### src/common/emb_pkg.sv
// Purpose: Shared constants for the external memory bus control block.
// Assumes: 200 MHz clock; 16-bit data, 23-bit address.
// Notes: Figures are the bus's own; widths fixed.
package emb_pkg;
    localparam int ADDR_W = 23;
    localparam int DATA_W = 16;
    localparam int WAIT_W = 3;
    localparam logic [ADDR_W-1:0] RESET_FETCH_ADDR = 23'h00FF80;
    localparam logic [15:0] ROM_BASE_ADDR = 16'hC000;
    localparam logic [WAIT_W-1:0] READY_MIN_WAITS = 3'h2;
    typedef enum logic [1:0] {EMB_SPACE_PROG, EMB_SPACE_DATA, EMB_SPACE_IO} emb_space_e;
endpackage : emb_pkg

### src/hdl/emb_sync.sv
// Purpose: Two-flop synchroniser for pin inputs.
// Assumes: One clock domain.
// Notes: First stage is read only by the second.
`timescale 1ns/100ps
`default_nettype none
module emb_sync #(
    parameter logic RST_VAL = 1'b0
) (
    input wire logic clk,
    input wire logic reset,
    input wire logic d,
    output logic q
);
    logic s1_r;
    always_ff @(posedge clk) begin
        if (reset) begin
            s1_r <= RST_VAL;
            q <= RST_VAL;
        end else begin
            s1_r <= d;
            q <= s1_r;
        end
    end
endmodule : emb_sync
`default_nettype wire

### src/hdl/emb_ctrl.sv
// Purpose: External memory and I/O bus control: selects, strobes, wait states, hold, boot mode.
// Assumes: Core issues one access at a time on req/req_ready; pins are synchronised here.
// Notes: Tristate pins are split into output and enable; enables high while driving.
// Behaviour
// - Space selects high unless accessing that space.
// - Select low exactly while address valid.
// - Controls released in hold or output disable.
// - Memory strobe low only for memory access.
// - I/O strobe low only for I/O access.
// - Read/write low only during writes.
// - Ready low extends access, resampled each cycle.
// - Ready detection only with two or more waits.
// - Ready not sampled before software waits end.
// - Hold request releases address, data, control.
// - Mode pin low maps ROM top 16K.
// - Mode pin high sends those addresses external.
// - Mode pin latched at reset; override allowed.
// - Fetch starts at 0FF80h after reset.
// - Interrupt acknowledge with vector fetch address.
// - Grant acknowledge while in hold.
// - Wait-complete active first to last wait, only with two or more waits.
// - Upper address lines only for program space.
// - Data bus released unless writing.
`timescale 1ns/100ps
`default_nettype none
module emb_ctrl (
    input wire logic clk,
    input wire logic reset,
    input wire logic req_valid,
    output logic req_ready,
    input wire emb_pkg::emb_space_e req_space,
    input wire logic req_write,
    input wire logic req_vector,
    input wire logic [emb_pkg::ADDR_W-1:0] req_addr,
    input wire logic [emb_pkg::DATA_W-1:0] req_wdata,
    input wire logic [emb_pkg::WAIT_W-1:0] req_waits,
    output logic done,
    output logic [emb_pkg::DATA_W-1:0] rdata,
    output logic [emb_pkg::ADDR_W-1:0] fetch_start_addr,
    output logic rom_internal,
    input wire logic mode_override_en,
    input wire logic mode_override_val,
    output logic processor_mode_status,
    input wire logic rom_map_select,
    input wire logic ready_in,
    input wire logic hold_req_n,
    input wire logic output_disable_n,
    output logic [emb_pkg::ADDR_W-1:0] addr_o,
    output logic addr_oe,
    output logic [emb_pkg::DATA_W-1:0] data_o,
    output logic data_oe,
    input wire logic [emb_pkg::DATA_W-1:0] data_i,
    output logic program_space_select_n,
    output logic data_space_select_n,
    output logic io_space_select_n,
    output logic memory_strobe_n,
    output logic io_strobe_n,
    output logic rw_o,
    output logic ctrl_oe,
    output logic bus_grant_ack_n,
    output logic wait_states_complete_n,
    output logic irq_acknowledge_n
);
    import emb_pkg::*;

    typedef enum logic [1:0] {EMB_IDLE, EMB_WAIT, EMB_READY, EMB_HOLD} emb_state_e;

    emb_state_e state_r;
    logic ready_s;
    logic hold_s;
    logic off_s;
    logic mode_pin_s;
    logic mode_latched_r;
    logic reset_seen_r;
    logic [WAIT_W-1:0] wcnt_r;
    logic [WAIT_W-1:0] waits_r;
    emb_space_e space_r;
    logic write_r;
    logic vec_r;
    logic mode_eff;
    logic rom_hit;
    logic start;

    emb_sync #(.RST_VAL(1'b1)) u_sync_ready (.clk(clk), .reset(reset), .d(ready_in), .q(ready_s));
    emb_sync #(.RST_VAL(1'b1)) u_sync_hold (.clk(clk), .reset(reset), .d(hold_req_n), .q(hold_s));
    emb_sync #(.RST_VAL(1'b1)) u_sync_off (.clk(clk), .reset(reset), .d(output_disable_n), .q(off_s));
    // The strap sync keeps running through reset, so the latch sees the pin rather than a reset value.
    emb_sync #(.RST_VAL(1'b0)) u_sync_mode (.clk(clk), .reset(1'b0), .d(rom_map_select), .q(mode_pin_s));

    // The strap is caught while reset is held, so the last level before release wins.
    always_ff @(posedge clk) begin
        if (reset) begin
            mode_latched_r <= mode_pin_s;
            reset_seen_r <= 1'b1;
        end else begin
            reset_seen_r <= 1'b0;
        end
    end

    assign mode_eff = mode_override_en ? mode_override_val : mode_latched_r;
    // Microcomputer mode keeps the top 16K program words on chip.
    assign rom_hit = (req_space == EMB_SPACE_PROG) && !mode_eff
                     && (req_addr[15:0] >= ROM_BASE_ADDR);
    // A hold request wins even when an access is pending start.
    assign start = (state_r == EMB_IDLE) && req_valid && !rom_hit && hold_s;

    always_ff @(posedge clk) begin
        if (reset) begin
            processor_mode_status <= 1'b0;
            rom_internal <= 1'b0;
            fetch_start_addr <= RESET_FETCH_ADDR;
        end else begin
            processor_mode_status <= mode_eff;
            rom_internal <= !mode_eff;
            if (reset_seen_r) begin
                fetch_start_addr <= RESET_FETCH_ADDR;
            end
        end
    end

    always_ff @(posedge clk) begin
        if (reset) begin
            state_r <= EMB_IDLE;
            wcnt_r <= '0;
            waits_r <= '0;
            space_r <= EMB_SPACE_PROG;
            write_r <= 1'b0;
            vec_r <= 1'b0;
        end else begin
            unique case (state_r)
                EMB_IDLE: begin
                    if (!hold_s) begin
                        state_r <= EMB_HOLD;
                    end else if (start) begin
                        space_r <= req_space;
                        write_r <= req_write;
                        vec_r <= req_vector;
                        waits_r <= req_waits;
                        wcnt_r <= '0;
                        state_r <= EMB_WAIT;
                    end
                end
                EMB_WAIT: begin
                    if (wcnt_r >= waits_r) begin
                        // Ready matters only after the software waits, and only with two or more.
                        if (waits_r >= READY_MIN_WAITS) begin
                            state_r <= EMB_READY;
                        end else begin
                            state_r <= EMB_IDLE;
                        end
                    end else begin
                        wcnt_r <= wcnt_r + 3'h1;
                    end
                end
                EMB_READY: begin
                    if (ready_s) begin
                        state_r <= EMB_IDLE;
                    end
                end
                EMB_HOLD: begin
                    if (hold_s) begin
                        state_r <= EMB_IDLE;
                    end
                end
            endcase
        end
    end

    logic active;
    logic finishing;
    assign active = (state_r == EMB_WAIT) || (state_r == EMB_READY);
    assign finishing = ((state_r == EMB_WAIT) && (wcnt_r >= waits_r) && (waits_r < READY_MIN_WAITS))
                       || ((state_r == EMB_READY) && ready_s);

    always_ff @(posedge clk) begin
        if (reset) begin
            req_ready <= 1'b0;
            done <= 1'b0;
            rdata <= '0;
        end else begin
            req_ready <= (state_r == EMB_IDLE) && hold_s && !start;
            done <= finishing || ((state_r == EMB_IDLE) && req_valid && rom_hit && hold_s);
            if (finishing && !write_r) begin
                rdata <= data_i;
            end
        end
    end

    // Pin drive: selects, strobes and direction follow the registered access state.
    always_ff @(posedge clk) begin
        if (reset) begin
            addr_o <= '0;
            addr_oe <= 1'b0;
            data_o <= '0;
            data_oe <= 1'b0;
            program_space_select_n <= 1'b1;
            data_space_select_n <= 1'b1;
            io_space_select_n <= 1'b1;
            memory_strobe_n <= 1'b1;
            io_strobe_n <= 1'b1;
            rw_o <= 1'b1;
            ctrl_oe <= 1'b0;
            bus_grant_ack_n <= 1'b1;
            wait_states_complete_n <= 1'b1;
            irq_acknowledge_n <= 1'b1;
        end else begin
            if (start) begin
                // Upper lines carry address only for program space.
                addr_o <= (req_space == EMB_SPACE_PROG) ? req_addr
                          : {7'h00, req_addr[15:0]};
                data_o <= req_wdata;
            end
            addr_oe <= off_s && (state_r != EMB_HOLD) && !(state_r == EMB_IDLE && !hold_s);
            // A write in flight keeps the data bus until it ends; hold is only granted afterwards.
            data_oe <= off_s && ((start && req_write) || (active && write_r && !finishing));
            program_space_select_n <= !((start && req_space == EMB_SPACE_PROG)
                                        || (active && !finishing && space_r == EMB_SPACE_PROG));
            data_space_select_n <= !((start && req_space == EMB_SPACE_DATA)
                                     || (active && !finishing && space_r == EMB_SPACE_DATA));
            io_space_select_n <= !((start && req_space == EMB_SPACE_IO)
                                   || (active && !finishing && space_r == EMB_SPACE_IO));
            memory_strobe_n <= !((start && req_space != EMB_SPACE_IO)
                                 || (active && !finishing && space_r != EMB_SPACE_IO));
            io_strobe_n <= !((start && req_space == EMB_SPACE_IO)
                             || (active && !finishing && space_r == EMB_SPACE_IO));
            rw_o <= !((start && req_write) || (active && !finishing && write_r));
            ctrl_oe <= off_s && (state_r != EMB_HOLD) && !(state_r == EMB_IDLE && !hold_s);
            bus_grant_ack_n <= !((state_r == EMB_HOLD && !hold_s) || (state_r == EMB_IDLE && !hold_s));
            wait_states_complete_n <= !((start && req_waits >= READY_MIN_WAITS)
                                        || (state_r == EMB_WAIT && waits_r >= READY_MIN_WAITS
                                            && wcnt_r < waits_r - 3'h1));
            irq_acknowledge_n <= !((start && req_vector)
                                   || (active && !finishing && vec_r));
        end
    end

    AST_SEL_ONEHOT: assert property (@(posedge clk) disable iff (reset)
        $countones({~program_space_select_n, ~data_space_select_n, ~io_space_select_n}) <= 1)
        else $error("More than one space select active.");
    AST_STROBE_EXCL: assert property (@(posedge clk) disable iff (reset)
        !(!memory_strobe_n && !io_strobe_n))
        else $error("Memory and I/O strobes both active.");
    AST_IO_MATCH: assert property (@(posedge clk) disable iff (reset)
        io_strobe_n == io_space_select_n)
        else $error("I/O strobe differs from I/O select.");
    AST_HOLD_FLOAT: assert property (@(posedge clk) disable iff (reset)
        !bus_grant_ack_n |-> !ctrl_oe && !addr_oe && !data_oe)
        else $error("Bus driven while hold is granted.");
    AST_GRANT_IDLE: assert property (@(posedge clk) disable iff (reset)
        $fell(bus_grant_ack_n) |-> $past(state_r) != EMB_WAIT && $past(state_r) != EMB_READY)
        else $error("Hold granted during an access.");
    AST_WRITE_DRIVE: assert property (@(posedge clk) disable iff (reset)
        data_oe |-> !rw_o)
        else $error("Data bus driven outside a write.");
    AST_READY_GATE: assert property (@(posedge clk) disable iff (reset)
        state_r == EMB_READY |-> waits_r >= READY_MIN_WAITS)
        else $error("Ready checked with fewer than two waits.");
    AST_READY_HOLDS: assert property (@(posedge clk) disable iff (reset)
        state_r == EMB_READY && !ready_s |=> state_r == EMB_READY)
        else $error("Access ended while ready low.");
    AST_SEL_STRB: assert property (@(posedge clk) disable iff (reset)
        !memory_strobe_n |-> (!program_space_select_n || !data_space_select_n))
        else $error("Memory strobe without space select.");
endmodule : emb_ctrl
`default_nettype wire

### config.mk
export PLATFORM = sky130hd
export DESIGN_NAME = emb_ctrl
export DESIGN_NICKNAME = d
export VERILOG_FILES = /design/src/common/emb_pkg.sv /design/src/hdl/emb_sync.sv /design/src/hdl/emb_ctrl.sv
export SDC_FILE = /design/constraint.sdc
export NUM_CORES = 1
export LEC_CHECK = 0
export BUFFER_PORTS_ARGS = -buffer_cell sky130_fd_sc_hd__buf_2
export CORE_MARGIN = 2
export CORE_UTILIZATION = 50
export DETAILED_ROUTE_END_ITERATION = 16
export GPL_TIMING_DRIVEN = 0
export PLACE_DENSITY_LB_ADDON = 0.1
export SKIP_LAST_GASP = 1
export SYNTH_ARGS = -nofsm -noshare
export SYNTH_HDL_FRONTEND = slang
export SYNTH_SLANG_ARGS = --single-unit
### constraint.sdc
create_clock -name clk -period 5.85 [get_ports clk]
set_input_delay 0.585 -clock clk [delete_from_list [all_inputs] [get_ports clk]]
set_output_delay 0.585 -clock clk [all_outputs]
set_load 0.02 [all_outputs]
==> flow_metrics.env <==
export IMPL_outcome="completed"
export IMPL_fp_dieH_microns=89.2
export IMPL_grt_usage_pct=20.1
export IMPL_clockBufferDepth=2
export IMPL_critPathMaxFanout=10
export IMPL_arrival_ns=2.80
export IMPL_row_count=31
export IMPL_drc=0
export IMPL_htreeDepth=3
export IMPL_synthFlopType="dfxtp_1"
export IMPL_synth_area_sq_um=3630
export IMPL_synth_area_top_cells="dfxtp_1 49%, nand2_1 9.1%, a21oi_1 6.1%"
export IMPL_area_growth_pct=30.6
export IMPL_synthSimpleGateAreaFrac_pct=17.3
export IMPL_die_area_sq_um=7960
export IMPL_period_minus_slack_ns=2.55
export IMPL_ys_seq_area_share_pct=49.9
export IMPL_wl_microns=8320
export IMPL_finalWorstSetupSlack_ns=3.30
export IMPL_ant_nets=0
export IMPL_io_buffers=140
export IMPL_fin_nets=667
export IMPL_antenna_cells=0
export IMPL_multi_input_area_sq_um=1580
export IMPL_rsz0062_at_grt="no"
export IMPL_synth_top_area_share_pct=49.1
export IMPL_end_kind="flop"
export IMPL_holdCritPathClass="input pin to flop"
export IMPL_place_gp_congestion=0.791
export IMPL_synth_top_family_by_area="simple AND/OR/NAND/NOR gates"
export IMPL_synthMuxAreaShare_pct=5.27
export IMPL_path_cells="inv_1 -> ha_1 -> a21oi_1 -> o21ai_0 -> a32oi_2 -> buf_4 -> mux2i_1 -> nor2_1"
export IMPL_register_area_sq_um=1810
export IMPL_final_area_sq_um=4740
export IMPL_finalSetupViolations=0
export IMPL_avgSynthCellArea_sq_um=8.86
export IMPL_place_area_sq_um=4540
export IMPL_insertion_delay_ns=0.36
export IMPL_synth_cell_types=43
export IMPL_fmax_mhz=392
export IMPL_place_hpwl_microns=6330
export IMPL_slew_viol_final=0
export IMPL_p_per_area_nw_per_um2=400
export IMPL_post_route_period_util_pct=43.6
export IMPL_drt_iter0_markers=117
export IMPL_grt_pass1_wl_microns=12500
export IMPL_cp_slowest_cell="a32oi_2"
export IMPL_synth_async_sr_flop_share_pct=0
export IMPL_antenna_found_initial=0
export IMPL_final_cells=686
export IMPL_synth_edf_count=1
export IMPL_die_w_microns=89.2
export IMPL_drv_cap=0
export IMPL_post_cts_buffers=0
export IMPL_place_worst_setup_slack_ns=3.32
export IMPL_hold_ws_ns=0.318
export IMPL_tns_ns=0
export IMPL_crit_type="flop to flop"
export IMPL_slowest_delay_ns=0.59
export IMPL_boundaryPins=165
export IMPL_tightestPinTransition_ns=0.641
export IMPL_synth_largest_area_cell="dfxtp_1"
export IMPL_clock_sinks=90
export IMPL_hold_buffers=0
export IMPL_hold_start="rom_map_select"
export IMPL_hold_viol_final=0
export IMPL_root_buffer="clkbuf_8"
export IMPL_vias_per_cell=4.70
export IMPL_cts_tree="built"
export IMPL_synthCells=410
export IMPL_dr_total_vias=3226
export IMPL_grt_overflow=0
export IMPL_synth_compound_area_share_pct=13.5
export IMPL_post_cts_resized=0
export IMPL_critPathRequiredTime_ns=6.09
export IMPL_synth_xor_area_share_pct=0.241
export IMPL_avgRoutedWirePerCell_microns=12.1
export IMPL_drive_gt1_share_pct=33.6
export IMPL_cts_buffers=9
export IMPL_fillers=687
export IMPL_clkTransAtPathRegs_ns=0.10
export IMPL_crit_path_start="waits_r[2]$_SDFFE_PP0P_"
export IMPL_first_pass_iters=4
export IMPL_grt_max_degree=18
export IMPL_fin_util_pct=66.4
export IMPL_p_leak_nw=2.31
export IMPL_grt_pass1_vias=2896
export IMPL_synthAdderAreaFrac_pct=4.82
export IMPL_maxSlewHeadroom_pct=57.1
export IMPL_start_util_pct=50.9
export IMPL_r2r_start="waits_r[2]$_SDFFE_PP0P_"
export IMPL_dp_cells=670
export IMPL_finClkSkew_ns=0.0139
export IMPL_synth_seq_cells=90
export IMPL_core_sq_um=7140
export IMPL_vdd_drop_max_v=0.000200
export IMPL_start_kind="flop"
export IMPL_yosys_warnings=0
export IMPL_totalPowerFinal_mw=1.89
path summary, 6_finish.rpt:
check / to / slack, ns / cells past startpoint
setup / recovery: rdata[8]$_SDFFE_PP0P_ / 3.30 / 8
hold / removal: u_sync_mode.s1_r$_DFF_P_ / 0.32 / 1
setup reg to reg: rdata[8]$_SDFFE_PP0P_ / 3.30 / 8
hold reg to reg: u_sync_mode.q$_DFF_P_ / 0.35 / 0
Yosys cell counts, types with 3 or more instances:
cell      number
buf_4         26
a22oi_1        8
ha_1          14
nor2b_1        5
inv_1         11
a21oi_1       44
a31oi_1        3
o21ai_0        3
nor2_1        35
clkbuf_1      18
mux2i_1       18
dfxtp_1       89
or2_2          9
nand2_1       88
state kept, by name (all words and copies together), names as in the netlist, 2 cells and up:
name     count
addr_o      23
data_o      16
rdata       16
waits_r      3
wcnt_r       3
space_r      2
state_r      2
cells in the final DEF (no fill, tap or decap), types with 3 or more instances in the layout:
cell type and instances:
clkbuf_1 18, nand2_1 88, buf_4 26, buf_2 142, a31oi_1 3, nor2_1 35
a21oi_1 44, or2_2 9, inv_1 11, o21ai_0 3, mux2i_1 18, a22oi_1 8
dfxtp_1 89, clkbuf_8 9, ha_1 14, conb_1 23, nor2b_1 5
per-layer routing:
metal | up-vias | wire (microns) | GRT usage, % | share of wire, %
met5 | - | 0 | 0 | 0
met3 | 8 | 744 | 6.46 | 8.9
met4 | 0 | 100 | 7.73 | 1.2
met1 | 1441 | 3570 | 23.4 | 43
met2 | 125 | 3900 | 34.5 | 47
li1 | 1652 | - | - | -
worst max-delay path, delay by kind of cell (launching register included):
kind	cells	cell delay, ns
flops	1	0.42
compound gates	3	1.06
mux	1	0.23
simple gates	1	0.05
fa+ha+maj	1	0.29
buf+inv	2	0.40
kinds of logic (layout without fill, tap and decap cells):
group	after synthesis	in the layout
AO/OA/AOI/OAI	76	76
XOR/XNOR	1	1
adder cells (fa/ha/maj)	14	14
buffers and inverters	59	215
flip-flops	90	90
multiplexers	19	19
other	2	23
AND/OR/NAND/NOR	149	149
cell type report:
class,instances,share of cell area (%)
inverter,11,0.871
buffer,48,5.91
clock inverter,7,1.74
sequential,90,38.2
tap,99,2.61
multi-input combinational,282,33.3
clock buffer,9,2.61
timing repair buffer,140,14.8
where the power goes:
| group | internal [mW] | switching [mW] | total (mW) |
|---|---|---|---|
| Sequential | 0.729 | 0.0535 | 0.782 |
| Clock | 0.204 | 0.233 | 0.437 |
| Combinational | 0.252 | 0.423 | 0.676 |
(Power assumes the default switching activity.)
